File: src/eac_params.svh
// Constants for the EEPROM access control block
`ifndef EAC_PARAMS_SVH
`define EAC_PARAMS_SVH

// ----------------------------------------------------------------------
// Control register fields
// ----------------------------------------------------------------------
`define EAC_CTRL_READ_BIT   0
`define EAC_CTRL_WRITE_BIT  1
`define EAC_CTRL_MWE_BIT    2
`define EAC_CTRL_RIE_BIT    3
`define EAC_CTRL_RESET      8'h00

// ----------------------------------------------------------------------
// Address and data
// ----------------------------------------------------------------------
`define EAC_ADDR_W          9
`define EAC_DEPTH           512
`define EAC_ADDR_RESET      9'h000
`define EAC_DATA_RESET      8'h00

// ----------------------------------------------------------------------
// Timing
// ----------------------------------------------------------------------
`define EAC_MWE_WINDOW      3'h4
`define EAC_WRITE_STALL     3'h2
`define EAC_READ_STALL      3'h4
`define EAC_RC_FREQ_KHZ     1000
`define EAC_WRITE_TIME_US   8500
`define EAC_WRITE_RC_CYCLES 8448

`endif

File: src/eac_pkg.sv
// Types shared by the EEPROM access control modules
package eac_pkg;

  typedef enum logic [1:0] {
    sel_control,
    sel_addr_lo,
    sel_addr_hi,
    sel_data
  } eac_sel_t;

  typedef enum logic {
    st_idle,
    st_program
  } eac_wr_state_t;

endpackage

File: src/eac_core_if.sv
// Link between the register front end and the programming core
interface eac_core_if;
  logic       start;
  logic [8:0] addr;
  logic [7:0] wdata;
  logic [7:0] rdata;
  logic       busy;

  modport ctl  (output start, addr, wdata, input  rdata, busy);
  modport core (input  start, addr, wdata, output rdata, busy);
endinterface

File: src/eac_core.sv
// Self-timed EEPROM array and programming sequencer
`include "eac_params.svh"

module eac_core
  import eac_pkg::*;
#(
  parameter int WRITE_RC_CYCLES = `EAC_WRITE_RC_CYCLES
) (
  input  wire logic  ref_clk,
  input  wire logic  por_n,
  input  wire logic  rc_osc_clk,
  eac_core_if.core   bus
);

  logic [7:0]     mem [`EAC_DEPTH];
  eac_wr_state_t  state_ff;
  logic [8:0]     wr_addr_ff;
  logic [7:0]     wr_data_ff;
  logic [13:0]    rc_cnt_ff;
  logic           rc_meta_ff;
  logic           rc_sync_ff;
  logic           rc_prev_ff;
  logic           rc_tick;
  logic           done;

  // ----------------------------------------------------------------------
  // Calibrated oscillator sampled into the system clock
  // ----------------------------------------------------------------------
  always_ff @(posedge ref_clk or negedge por_n) begin
    if (!por_n) begin
      rc_meta_ff <= 1'b0;
      rc_sync_ff <= 1'b0;
      rc_prev_ff <= 1'b0;
    end else begin
      rc_meta_ff <= rc_osc_clk;
      rc_sync_ff <= rc_meta_ff;
      rc_prev_ff <= rc_sync_ff;
    end
  end

  assign rc_tick = rc_sync_ff && !rc_prev_ff;
  assign done    = rc_tick && (rc_cnt_ff == 14'(WRITE_RC_CYCLES - 1));

  // ----------------------------------------------------------------------
  // Sequencer
  // ----------------------------------------------------------------------
  // Only power-on clears it, so a system reset leaves a write running
  always_ff @(posedge ref_clk or negedge por_n) begin
    if (!por_n) begin
      state_ff  <= st_idle;
      rc_cnt_ff <= 14'h0000;
    end else begin
      unique case (state_ff)
        st_idle: begin
          rc_cnt_ff <= 14'h0000;
          if (bus.start) begin
            state_ff <= st_program;
          end
        end
        st_program: begin
          if (done) begin
            state_ff <= st_idle;
          end else if (rc_tick) begin
            rc_cnt_ff <= rc_cnt_ff + 14'h0001;
          end
        end
      endcase
    end
  end

  always_ff @(posedge ref_clk or negedge por_n) begin
    if (!por_n) begin
      wr_addr_ff <= `EAC_ADDR_RESET;
      wr_data_ff <= `EAC_DATA_RESET;
    end else if (bus.start && state_ff == st_idle) begin
      wr_addr_ff <= bus.addr;
      wr_data_ff <= bus.wdata;
    end
  end

  // Nonvolatile cells: no reset
  always_ff @(posedge ref_clk) begin
    if (state_ff == st_program && done) begin
      mem[wr_addr_ff] <= wr_data_ff;
    end
  end

  assign bus.rdata = mem[bus.addr];
  assign bus.busy  = (state_ff == st_program);
endmodule

File: src/eac_top.sv
// Register front end of the data EEPROM access control block
//
// Function
// - Control bits 7..4 always read zero.
// - Ready enable and global enable give an interrupt while no write runs.
// - Write strobe starts a write only within four cycles of master enable.
// - Master enable clears itself four cycles after being set.
// - A started write programs the data byte at the selected address.
// - No write starts while flash self-programming is active.
// - Write strobe reads one while programming, then clears itself.
// - A started write stalls the CPU two cycles.
// - Read strobe loads the addressed byte into the data register at once.
// - A read stalls the CPU four cycles.
// - During a write reads are ignored and the address is frozen.
// - Writes last 8448 calibrated 1 MHz oscillator cycles.
// - Power-down during a write keeps the oscillator until it finishes.
// - Reset does not abort a write in progress.
// - Address holds nine bits; upper seven read zero.
// - Data register feeds writes and receives reads.
`include "eac_params.svh"

module eac_top
  import eac_pkg::*;
#(
  parameter int WRITE_RC_CYCLES = `EAC_WRITE_RC_CYCLES
) (
  input  wire logic        ref_clk,
  input  wire logic        reset_n,
  input  wire logic        por_n,
  input  wire logic        rc_osc_clk,
  input  wire logic        cpu_io_wr,
  input  wire eac_sel_t    cpu_io_sel,
  input  wire logic [7:0]  cpu_io_wdata,
  input  wire logic        global_irq_enable,
  input  wire logic        self_program_active,
  input  wire logic        sleep_power_down,
  output logic [7:0]       eeprom_control,
  output logic [15:0]      byte_address_reg,
  output logic [7:0]       byte_data_reg_ff,
  output logic             cpu_stall_ff,
  output logic             ready_irq_ff,
  output logic             main_osc_keep_ff,
  output logic             power_down_ok_ff
);

  eac_core_if bus ();

  logic       rie_ff;
  logic       mwe_ff;
  logic [2:0] mwe_cnt_ff;
  logic [8:0] addr_ff;
  logic [2:0] stall_cnt_ff;
  logic       ctl_wr;
  logic       wr_go;
  logic       rd_go;
  logic       addr_lo_wr;
  logic       addr_hi_wr;
  logic       data_wr;

  // ----------------------------------------------------------------------
  // Access decode
  // ----------------------------------------------------------------------
  assign ctl_wr     = cpu_io_wr && (cpu_io_sel == sel_control);
  assign addr_lo_wr = cpu_io_wr && (cpu_io_sel == sel_addr_lo);
  assign addr_hi_wr = cpu_io_wr && (cpu_io_sel == sel_addr_hi);
  assign data_wr    = cpu_io_wr && (cpu_io_sel == sel_data);

  // Strobe honoured only inside the enable window, idle, flash quiet
  assign wr_go = ctl_wr && cpu_io_wdata[`EAC_CTRL_WRITE_BIT]
                 && mwe_ff && !bus.busy
                 && !self_program_active;

  // Write wins if both strobes arrive together
  assign rd_go = ctl_wr && cpu_io_wdata[`EAC_CTRL_READ_BIT]
                 && !bus.busy && !wr_go;

  // ----------------------------------------------------------------------
  // Control register
  // ----------------------------------------------------------------------
  always_ff @(posedge ref_clk or negedge reset_n) begin
    if (!reset_n) begin
      rie_ff <= 1'b0;
    end else if (ctl_wr) begin
      rie_ff <= cpu_io_wdata[`EAC_CTRL_RIE_BIT];
    end
  end

  // Master enable times out after the window
  always_ff @(posedge ref_clk or negedge reset_n) begin
    if (!reset_n) begin
      mwe_ff     <= 1'b0;
      mwe_cnt_ff <= 3'h0;
    end else if (ctl_wr && cpu_io_wdata[`EAC_CTRL_MWE_BIT]) begin
      mwe_ff     <= 1'b1;
      mwe_cnt_ff <= `EAC_MWE_WINDOW;
    end else if (ctl_wr) begin
      mwe_ff     <= 1'b0;
      mwe_cnt_ff <= 3'h0;
    end else if (mwe_cnt_ff != 3'h0) begin
      mwe_cnt_ff <= mwe_cnt_ff - 3'h1;
      if (mwe_cnt_ff == 3'h1) begin
        mwe_ff <= 1'b0;
      end
    end
  end

  // Read strobe is never stored, write strobe mirrors the busy core
  assign eeprom_control = {4'h0, rie_ff, mwe_ff, bus.busy, 1'b0};

  // ----------------------------------------------------------------------
  // Address and data registers
  // ----------------------------------------------------------------------
  always_ff @(posedge ref_clk or negedge reset_n) begin
    if (!reset_n) begin
      addr_ff <= `EAC_ADDR_RESET;
    end else if (!bus.busy) begin
      if (addr_lo_wr) begin
        addr_ff[7:0] <= cpu_io_wdata;
      end else if (addr_hi_wr) begin
        addr_ff[8] <= cpu_io_wdata[0];
      end
    end
  end

  assign byte_address_reg = {7'h00, addr_ff};

  always_ff @(posedge ref_clk or negedge reset_n) begin
    if (!reset_n) begin
      byte_data_reg_ff <= `EAC_DATA_RESET;
    end else if (rd_go) begin
      byte_data_reg_ff <= bus.rdata;
    end else if (data_wr) begin
      byte_data_reg_ff <= cpu_io_wdata;
    end
  end

  assign bus.start = wr_go;
  assign bus.addr  = addr_ff;
  assign bus.wdata = byte_data_reg_ff;

  // ----------------------------------------------------------------------
  // CPU stall
  // ----------------------------------------------------------------------
  always_ff @(posedge ref_clk or negedge reset_n) begin
    if (!reset_n) begin
      stall_cnt_ff <= 3'h0;
      cpu_stall_ff <= 1'b0;
    end else if (wr_go) begin
      stall_cnt_ff <= `EAC_WRITE_STALL;
      cpu_stall_ff <= 1'b1;
    end else if (rd_go) begin
      stall_cnt_ff <= `EAC_READ_STALL;
      cpu_stall_ff <= 1'b1;
    end else if (stall_cnt_ff != 3'h0) begin
      stall_cnt_ff <= stall_cnt_ff - 3'h1;
      cpu_stall_ff <= (stall_cnt_ff > 3'h1);
    end else begin
      cpu_stall_ff <= 1'b0;
    end
  end

  // ----------------------------------------------------------------------
  // Interrupt level and power-down interlock
  // ----------------------------------------------------------------------
  always_ff @(posedge ref_clk or negedge reset_n) begin
    if (!reset_n) begin
      ready_irq_ff <= 1'b0;
    end else begin
      ready_irq_ff <= rie_ff && global_irq_enable && !bus.busy;
    end
  end

  // Main oscillator kept alive so the write can finish in sleep
  always_ff @(posedge ref_clk or negedge reset_n) begin
    if (!reset_n) begin
      main_osc_keep_ff <= 1'b0;
      power_down_ok_ff <= 1'b0;
    end else begin
      main_osc_keep_ff <= sleep_power_down && bus.busy;
      power_down_ok_ff <= sleep_power_down && !bus.busy;
    end
  end

  // ----------------------------------------------------------------------
  // Programming core
  // ----------------------------------------------------------------------
  eac_core #(
    .WRITE_RC_CYCLES (WRITE_RC_CYCLES)
  ) u_core (
    .ref_clk    (ref_clk),
    .por_n      (por_n),
    .rc_osc_clk (rc_osc_clk),
    .bus        (bus.core)
  );
endmodule

File: config.mk
export PLATFORM = sky130hd
export DESIGN_NAME = eac_top
export DESIGN_NICKNAME = d
export VERILOG_FILES = /design/src/eac_pkg.sv /design/src/eac_core_if.sv /design/src/eac_core.sv /design/src/eac_top.sv
export VERILOG_INCLUDE_DIRS = /design/src /design/src/src
export SDC_FILE = /design/constraint.sdc
export NUM_CORES = 2
export LEC_CHECK = 0
export ABC_AREA = 1
export BUFFER_PORTS_ARGS = -buffer_cell sky130_fd_sc_hd__buf_2
export CAP_MARGIN = 15
export CORE_MARGIN = 1.5
export CORE_UTILIZATION = 25
export DETAILED_ROUTE_END_ITERATION = 7
export PLACE_DENSITY = 0.5
export REMOVE_ABC_BUFFERS = 1
export SYNTH_ARGS = -nofsm -noshare
export SYNTH_HDL_FRONTEND = slang
export SYNTH_SLANG_ARGS = --single-unit
File: constraint.sdc
create_clock -name ref_clk -period 8.8 [get_ports ref_clk]
set_input_delay 0.44 -clock ref_clk [delete_from_list [all_inputs] [get_ports ref_clk]]
set_output_delay 0.44 -clock ref_clk [all_outputs]
set_load 0.1 [all_outputs]
# Word-level counts from Yosys, hierarchy flattened
# Memory sizes are Yosys's and may differ from the RTL's.
# Index checks and enable logic that the tools add are counted.
# W data, S select, Z words.
dict set report totals {
  mem_count 1
  ram_bits 4096
  in_bits 18
  out_inout_bits 36
  register_bits 64
  wordCells 90
}
# name depth width rd rd_ports_with_merged_regs write_ports line_no
set mem_list {}
lappend mem_list {u_core.mem 512 8 1 0 1 eac_core.sv:15} ;# logic [7:0] mem [`EAC_DEPTH];
dict set report op_classes {
  bitwise_logic 2
  muxes 23
  eq_ne 7
  reduce_logical 35
  addsub 3
  magnitude_cmp 1
}
# operator count
set ops {}
lappend ops {{$mux W14} 2}
lappend ops {{$pmux W14 S2} 1}
lappend ops {{$logic_and A1 B1 Y1} 20}
lappend ops {{$mux W3} 6}
lappend ops {{$mux W8} 2}
lappend ops {{$reduce_bool A3 Y1} 5}
lappend ops {{$add A14 B1 Y14 const B} 1}
lappend ops {{$eq A14 B14 Y1 const B} 1}
lappend ops {{$mux W1} 11}
lappend ops {{$reduce_and A2 Y1} 3}
lappend ops {{$sub A3 B1 Y3 const B} 2}
lappend ops {{$eq A2 B2 Y1 const B} 2}
lappend ops {{$logic_not A1 Y1} 4}
lappend ops {{$ne A2 B2 Y1 const B} 2}
lappend ops {{$eq A3 B1 Y1 const B} 1}
lappend ops {{$gt A3 B1 Y1 const B} 1}
lappend ops {{$reduce_and A3 Y1} 1}
lappend ops {{$eq A2 B1 Y1 const B} 1}
lappend ops {{$logic_not A2 Y1} 1}
lappend ops {{$not A1 Y1} 2}
lappend ops {{$pmux W1 S2} 1}
lappend ops {{$reduce_bool A2 Y1} 1}

# Depth between registers and ports, before layout
dict set report depth {
  word_depth 10
  depth_mapped 17
  depth_no_buf 14
}

# Modules after synthesis
# A second synthesis with hierarchy kept.
dict set report unflattened {
  hier_cells 14211
  hier_area_um2 168317.7
}
# module area_per_inst_um2 seq_area_each_um2 cells_each instances
set modules_own_cells {}
lappend modules_own_cells {eac_core 166775.0 123873.8 14034 1}
lappend modules_own_cells {eac_top 1542.7 725.7 177 1}

# Worst setup path after synthesis
# OpenSTA, ideal clock, no wires.
dict set report synth_path {
  kind {reg2reg}
  startpoint {register u_core.wr_data_ff[0]}
  endpoint {memory u_core.mem[0][0], data pin}
  setup_time_ns 1.405
  arrival_time_ns 6.064
  path_slack_ns 1.331
  stages_incl_launch_ff 1
  n_path_buf 0
  period_less_slack_ns 7.469
  cell_sequence {dfrtp_1}
}
# item line_no
set synth_rtl {}
lappend synth_rtl {{start: declaration} eac_core.sv:18} ;# logic [7:0] wr_data_ff;
lappend synth_rtl {{start signal: assignment} eac_core.sv:74} ;# wr_data_ff <= `EAC_DATA_RESET;
lappend synth_rtl {{start signal: assignment} eac_core.sv:77} ;# wr_data_ff <= bus.wdata;
lappend synth_rtl {{end: declaration} eac_core.sv:15}
# Straight into the memory's write port.

# Worst setup path in the final report
dict set report layout_path {
  startpoint {register addr_ff[0]}
  endpoint {register byte_data_reg_ff[2]}
}
dict set report layout_between {
  elab_chain_cells 2
}
# item line_no
set layout_rtl {}
lappend layout_rtl {{start: declaration} eac_top.sv:51} ;# logic [8:0] addr_ff;
lappend layout_rtl {{start signal: assignment} eac_top.sv:115} ;# addr_ff <= `EAC_ADDR_RESET;
lappend layout_rtl {{start signal: assignment} eac_top.sv:118} ;# addr_ff[7:0] <= cpu_io_wdata;
lappend layout_rtl {{$mem_v2 Z512 W8} --}
lappend layout_rtl {{$mux W8} eac_top.sv:130} ;# end else if (rd_go) begin
lappend layout_rtl {{end signal: assignment} eac_top.sv:129} ;# byte_data_reg_ff <= `EAC_DATA_RESET;
lappend layout_rtl {{end signal: assignment} eac_top.sv:131} ;# byte_data_reg_ff <= bus.rdata;
lappend layout_rtl {{end signal: assignment} eac_top.sv:133} ;# byte_data_reg_ff <= cpu_io_wdata;
lappend layout_rtl {{end: declaration} eac_top.sv:39} ;# output logic [7:0] byte_data_reg_ff,
# Every way passes these cells.
# A chain may end at the register's enable or synchronous reset.

==> results.sh <==
export IMPL_crit_path_end_kind="flop"
export IMPL_yosysSeqAreaShare_pct=74.1
export IMPL_maxCapViolCount=0
export IMPL_avgSynthCellArea_um2=11.8
export IMPL_worstSetupStartpointType="flop"
export IMPL_ys_types=33
export IMPL_portBuffers=41
export IMPL_critPathLaunch="addr_ff[0]$_DFFE_PN0P_"
export IMPL_drt_first_pass_iters=8
export IMPL_crit_fanout=115
export IMPL_setup_viol=0
export IMPL_synthTopCellsByCount="nand2_1, nand3_1, edfxtp_1"
export IMPL_grt_usage_pct=14.3
export IMPL_setup_ws_ns=3.88
export IMPL_arrival_ns=5.86
export IMPL_synth_area_top_cells="edfxtp_1, nand3_1, nand2_1"
export IMPL_r2r_end="byte_data_reg_ff[2]$_DFFE_PN0P_"
export IMPL_path_clk_slew_ns=0.07
export IMPL_r2r_start="addr_ff[0]$_DFFE_PN0P_"
export IMPL_root_buffer="clkbuf_16"
export IMPL_cts_made_buffers=435
export IMPL_power_density_nw_per_um2=214
export IMPL_overflow=0
export IMPL_synth_seq_cells=4160
export IMPL_cp_endpoint="byte_data_reg_ff[2]$_DFFE_PN0P_"
export IMPL_rows=301
export IMPL_cts_buffer_depth=4
export IMPL_synth_edf_count=4096
export IMPL_vias=108477
export IMPL_cts_sinks=4160
export IMPL_antenna_found_initial=26
export IMPL_worst_pin_slew_ns=1.27
export IMPL_rsz0062_at_grt="false"
export IMPL_timing_slew_headroom_pct=15.6
export IMPL_die_area_um2=678000
export IMPL_drive_gt1_share_pct=6.10
export IMPL_synthToLayoutAreaGrowth_pct=13.9
export IMPL_status="finished, final reports clean"
export IMPL_utilization_pct=28.6
export IMPL_slew_violations=0
export IMPL_wire_per_inst_um=22.0
export IMPL_nNetsFinal=13906
export IMPL_fmax_mhz=203
export IMPL_r2r_cells=15
export IMPL_timing_hold_ws_ns=0.164
export IMPL_irDropWorstVdd_uv=181
export IMPL_drt_iter0_markers=11920
export IMPL_cp_required_ns=9.75
export IMPL_io_pins=54
export IMPL_place_congestion=0.791
export IMPL_dp_slack_ns=4.01
export IMPL_netlist_area_um2=168000
export IMPL_grt_pass1_vias=102663
export IMPL_yosysTopAreaCellShare_pct=73.1
export IMPL_drt_total_wl_mm=510
export IMPL_die_h_um=823
export IMPL_grt_max_degree=188
export IMPL_r2r_setup_slack_ns=3.88
export IMPL_post_cts_resized=0
export IMPL_vias_per_cell=4.68
export IMPL_core_um2=671000
export IMPL_yosysMostFrequentCell="nand2_1"
export IMPL_fin_skew_ns=0.0640
export IMPL_synthCells=14210
export IMPL_die_w_um=823
export IMPL_p_leak_uw=0.0611
export IMPL_synth_async_reset_ratio_pct=1.54
export IMPL_synth_top_cell_by_area="edfxtp_1"
export IMPL_period_minus_slack_ns=4.92
export IMPL_hold_class="input pin to flop"
export IMPL_htreeDepth=5
export IMPL_ant_nets=0
export IMPL_drc=0
export IMPL_grt_pass1_wl_mm=739
export IMPL_yosys_warnings=0
export IMPL_dp_hpwl_mm=272
export IMPL_timing_final_crit_share_pct=55.9
export IMPL_cts_tree="done"
export IMPL_synth_ff_type="edfxtp_1"
export IMPL_p_total_uw=41100
export IMPL_path_class="flop to flop"
export IMPL_insertion_delay_ns=1.02
export IMPL_hold_viol=0
export IMPL_start_util_pct=25.1
==> cell type report <==
cell class | count | area [µm²]
clock inverters | 237 | 2460
clock buffers | 561 | 11500
well taps | 8938 | 11200
repair buffers | 231 | 2190
inverters | 71 | 304
flip-flops and latches | 4160 | 125000
fillers | 68633 | 479000
diodes | 19 | 47.5
multi-input cells | 8982 | 39300
==> flip-flops by register name (all words and copies together) (netlist names), 3 cells and up <==
| register | flops |
|---|---|
| byte_data_reg_ff | 8 |
| u_core.rc_cnt_ff | 14 |
| u_core.mem | 4096 |
| u_core.wr_addr_ff | 9 |
| mwe_cnt_ff | 3 |
| addr_ff | 9 |
| u_core.wr_data_ff | 8 |
| stall_cnt_ff | 3 |
==> kinds of logic (layout without fill, tap and decap cells) <==
family	after synthesis	after routing	share of synthesized area, %
and+or+nand+nor	8904	8904	23.0
DFF	4160	4160	74.1
buffers and inverters	1079	1100	2.70
AOI/OAI and AO/OA	55	55	0.178
adders and majority gates	7	7	0.0521
xor gates and xnor gates	4	4	0.0208
other	1	31	0.00223
==> how the worst min path moves through the flow <==
| stage | startpoint | to | slack (ns) | cells past startpoint |
|---|---|---|---|---|
| floorplan | reset_n | addr_ff[0]$_DFFE_PN0P_ | 0.14 | 0 |
| global placement | u_core.rc_meta_ff$_DFF_PN0_ | u_core.rc_sync_ff$_DFF_PN0_ | 0.34 | 0 |
| detailed placement | u_core.rc_meta_ff$_DFF_PN0_ | u_core.rc_sync_ff$_DFF_PN0_ | 0.34 | 0 |
| CTS | sleep_power_down | main_osc_keep_ff$_DFF_PN0_ | 0.08 | 4 |
| global route | sleep_power_down | main_osc_keep_ff$_DFF_PN0_ | 0.14 | 4 |
| finish | global_irq_enable | ready_irq_ff$_DFF_PN0_ | 0.16 | 4 |
==> layout by cell type, fill, tap and decap left out, types with 9 or more instances in the layout <==
master / Yosys / final
buf_4: 17 / 131
diode_2: 0 / 19
clkinvlp_4: 0 / 10
inv_1: 64 / 62
o21ai_0: 26 / 26
dfrtp_4: 0 / 14
bufinv_16: 0 / 35
clkinv_16: 0 / 13
clkinv_2: 0 / 74
nand2_1: 4222 / 4206
edfxtp_1: 4096 / 4096
nand3_1: 4098 / 4098
buf_2: 294 / 41
nor2_1: 550 / 550
clkbuf_1: 562 / 115
clkbuf_16: 0 / 438
dlygate4sd3_1: 0 / 18
inv_6: 0 / 9
nand2_4: 1 / 17
dfrtp_1: 64 / 48
a21oi_1: 16 / 16
buf_12: 0 / 41
conb_1: 1 / 12
clkinv_1: 3 / 87
==> stage by stage <==
step	cell area, µm²	setup TNS, ns	std cells
floorplan	164000	-1777.59	13213
global placement	177000	0	22364
detailed placement	177000	0	22364
CTS	192000	0	23180
global route	192000	0	23198
finish	192000	0	23199
==> worst max-delay path: stages (launching register included) <==
cell	delay, ns
dfrtp_4	0.70
inv_8	0.62
buf_12	0.44
buf_4	0.55
nand2_1	0.09
nand3_1	0.10
nand3_1	0.12
nand3_1	0.18
nand3_1	0.18
nand3_1	0.21
nand3_1	0.46
nand3_1	0.25
nand3_1	0.21
nand3_1	0.14
nand2_1	0.05
inv_1	0.05
==> power by group <==
| group | total (µW) | switching (µW) | internal, µW | leakage (µW) |
|---|---|---|---|---|
| Sequential | 21500 | 54.0 | 21500 | 0.0290 |
| Combinational | 1310 | 983 | 325 | 0.0253 |
| Clock | 18300 | 8000 | 10300 | 0.00678 |
==> layer usage <==
metal	wire length (µm)	global-route usage, %
met1	228000	20.5
met2	232000	22.6
met3	31800	1.81
met4	17000	4.55
met5	50	0
==> timing repair <==
| action | in CTS | in global routing |
|---|---|---|
| setup buffers | 0 | 0 |
| hold buffers | 18 | 0 |
| endpoints found under the hold margin | 84 | 0 |
Note: power is estimated with default switching activity, not from simulation.
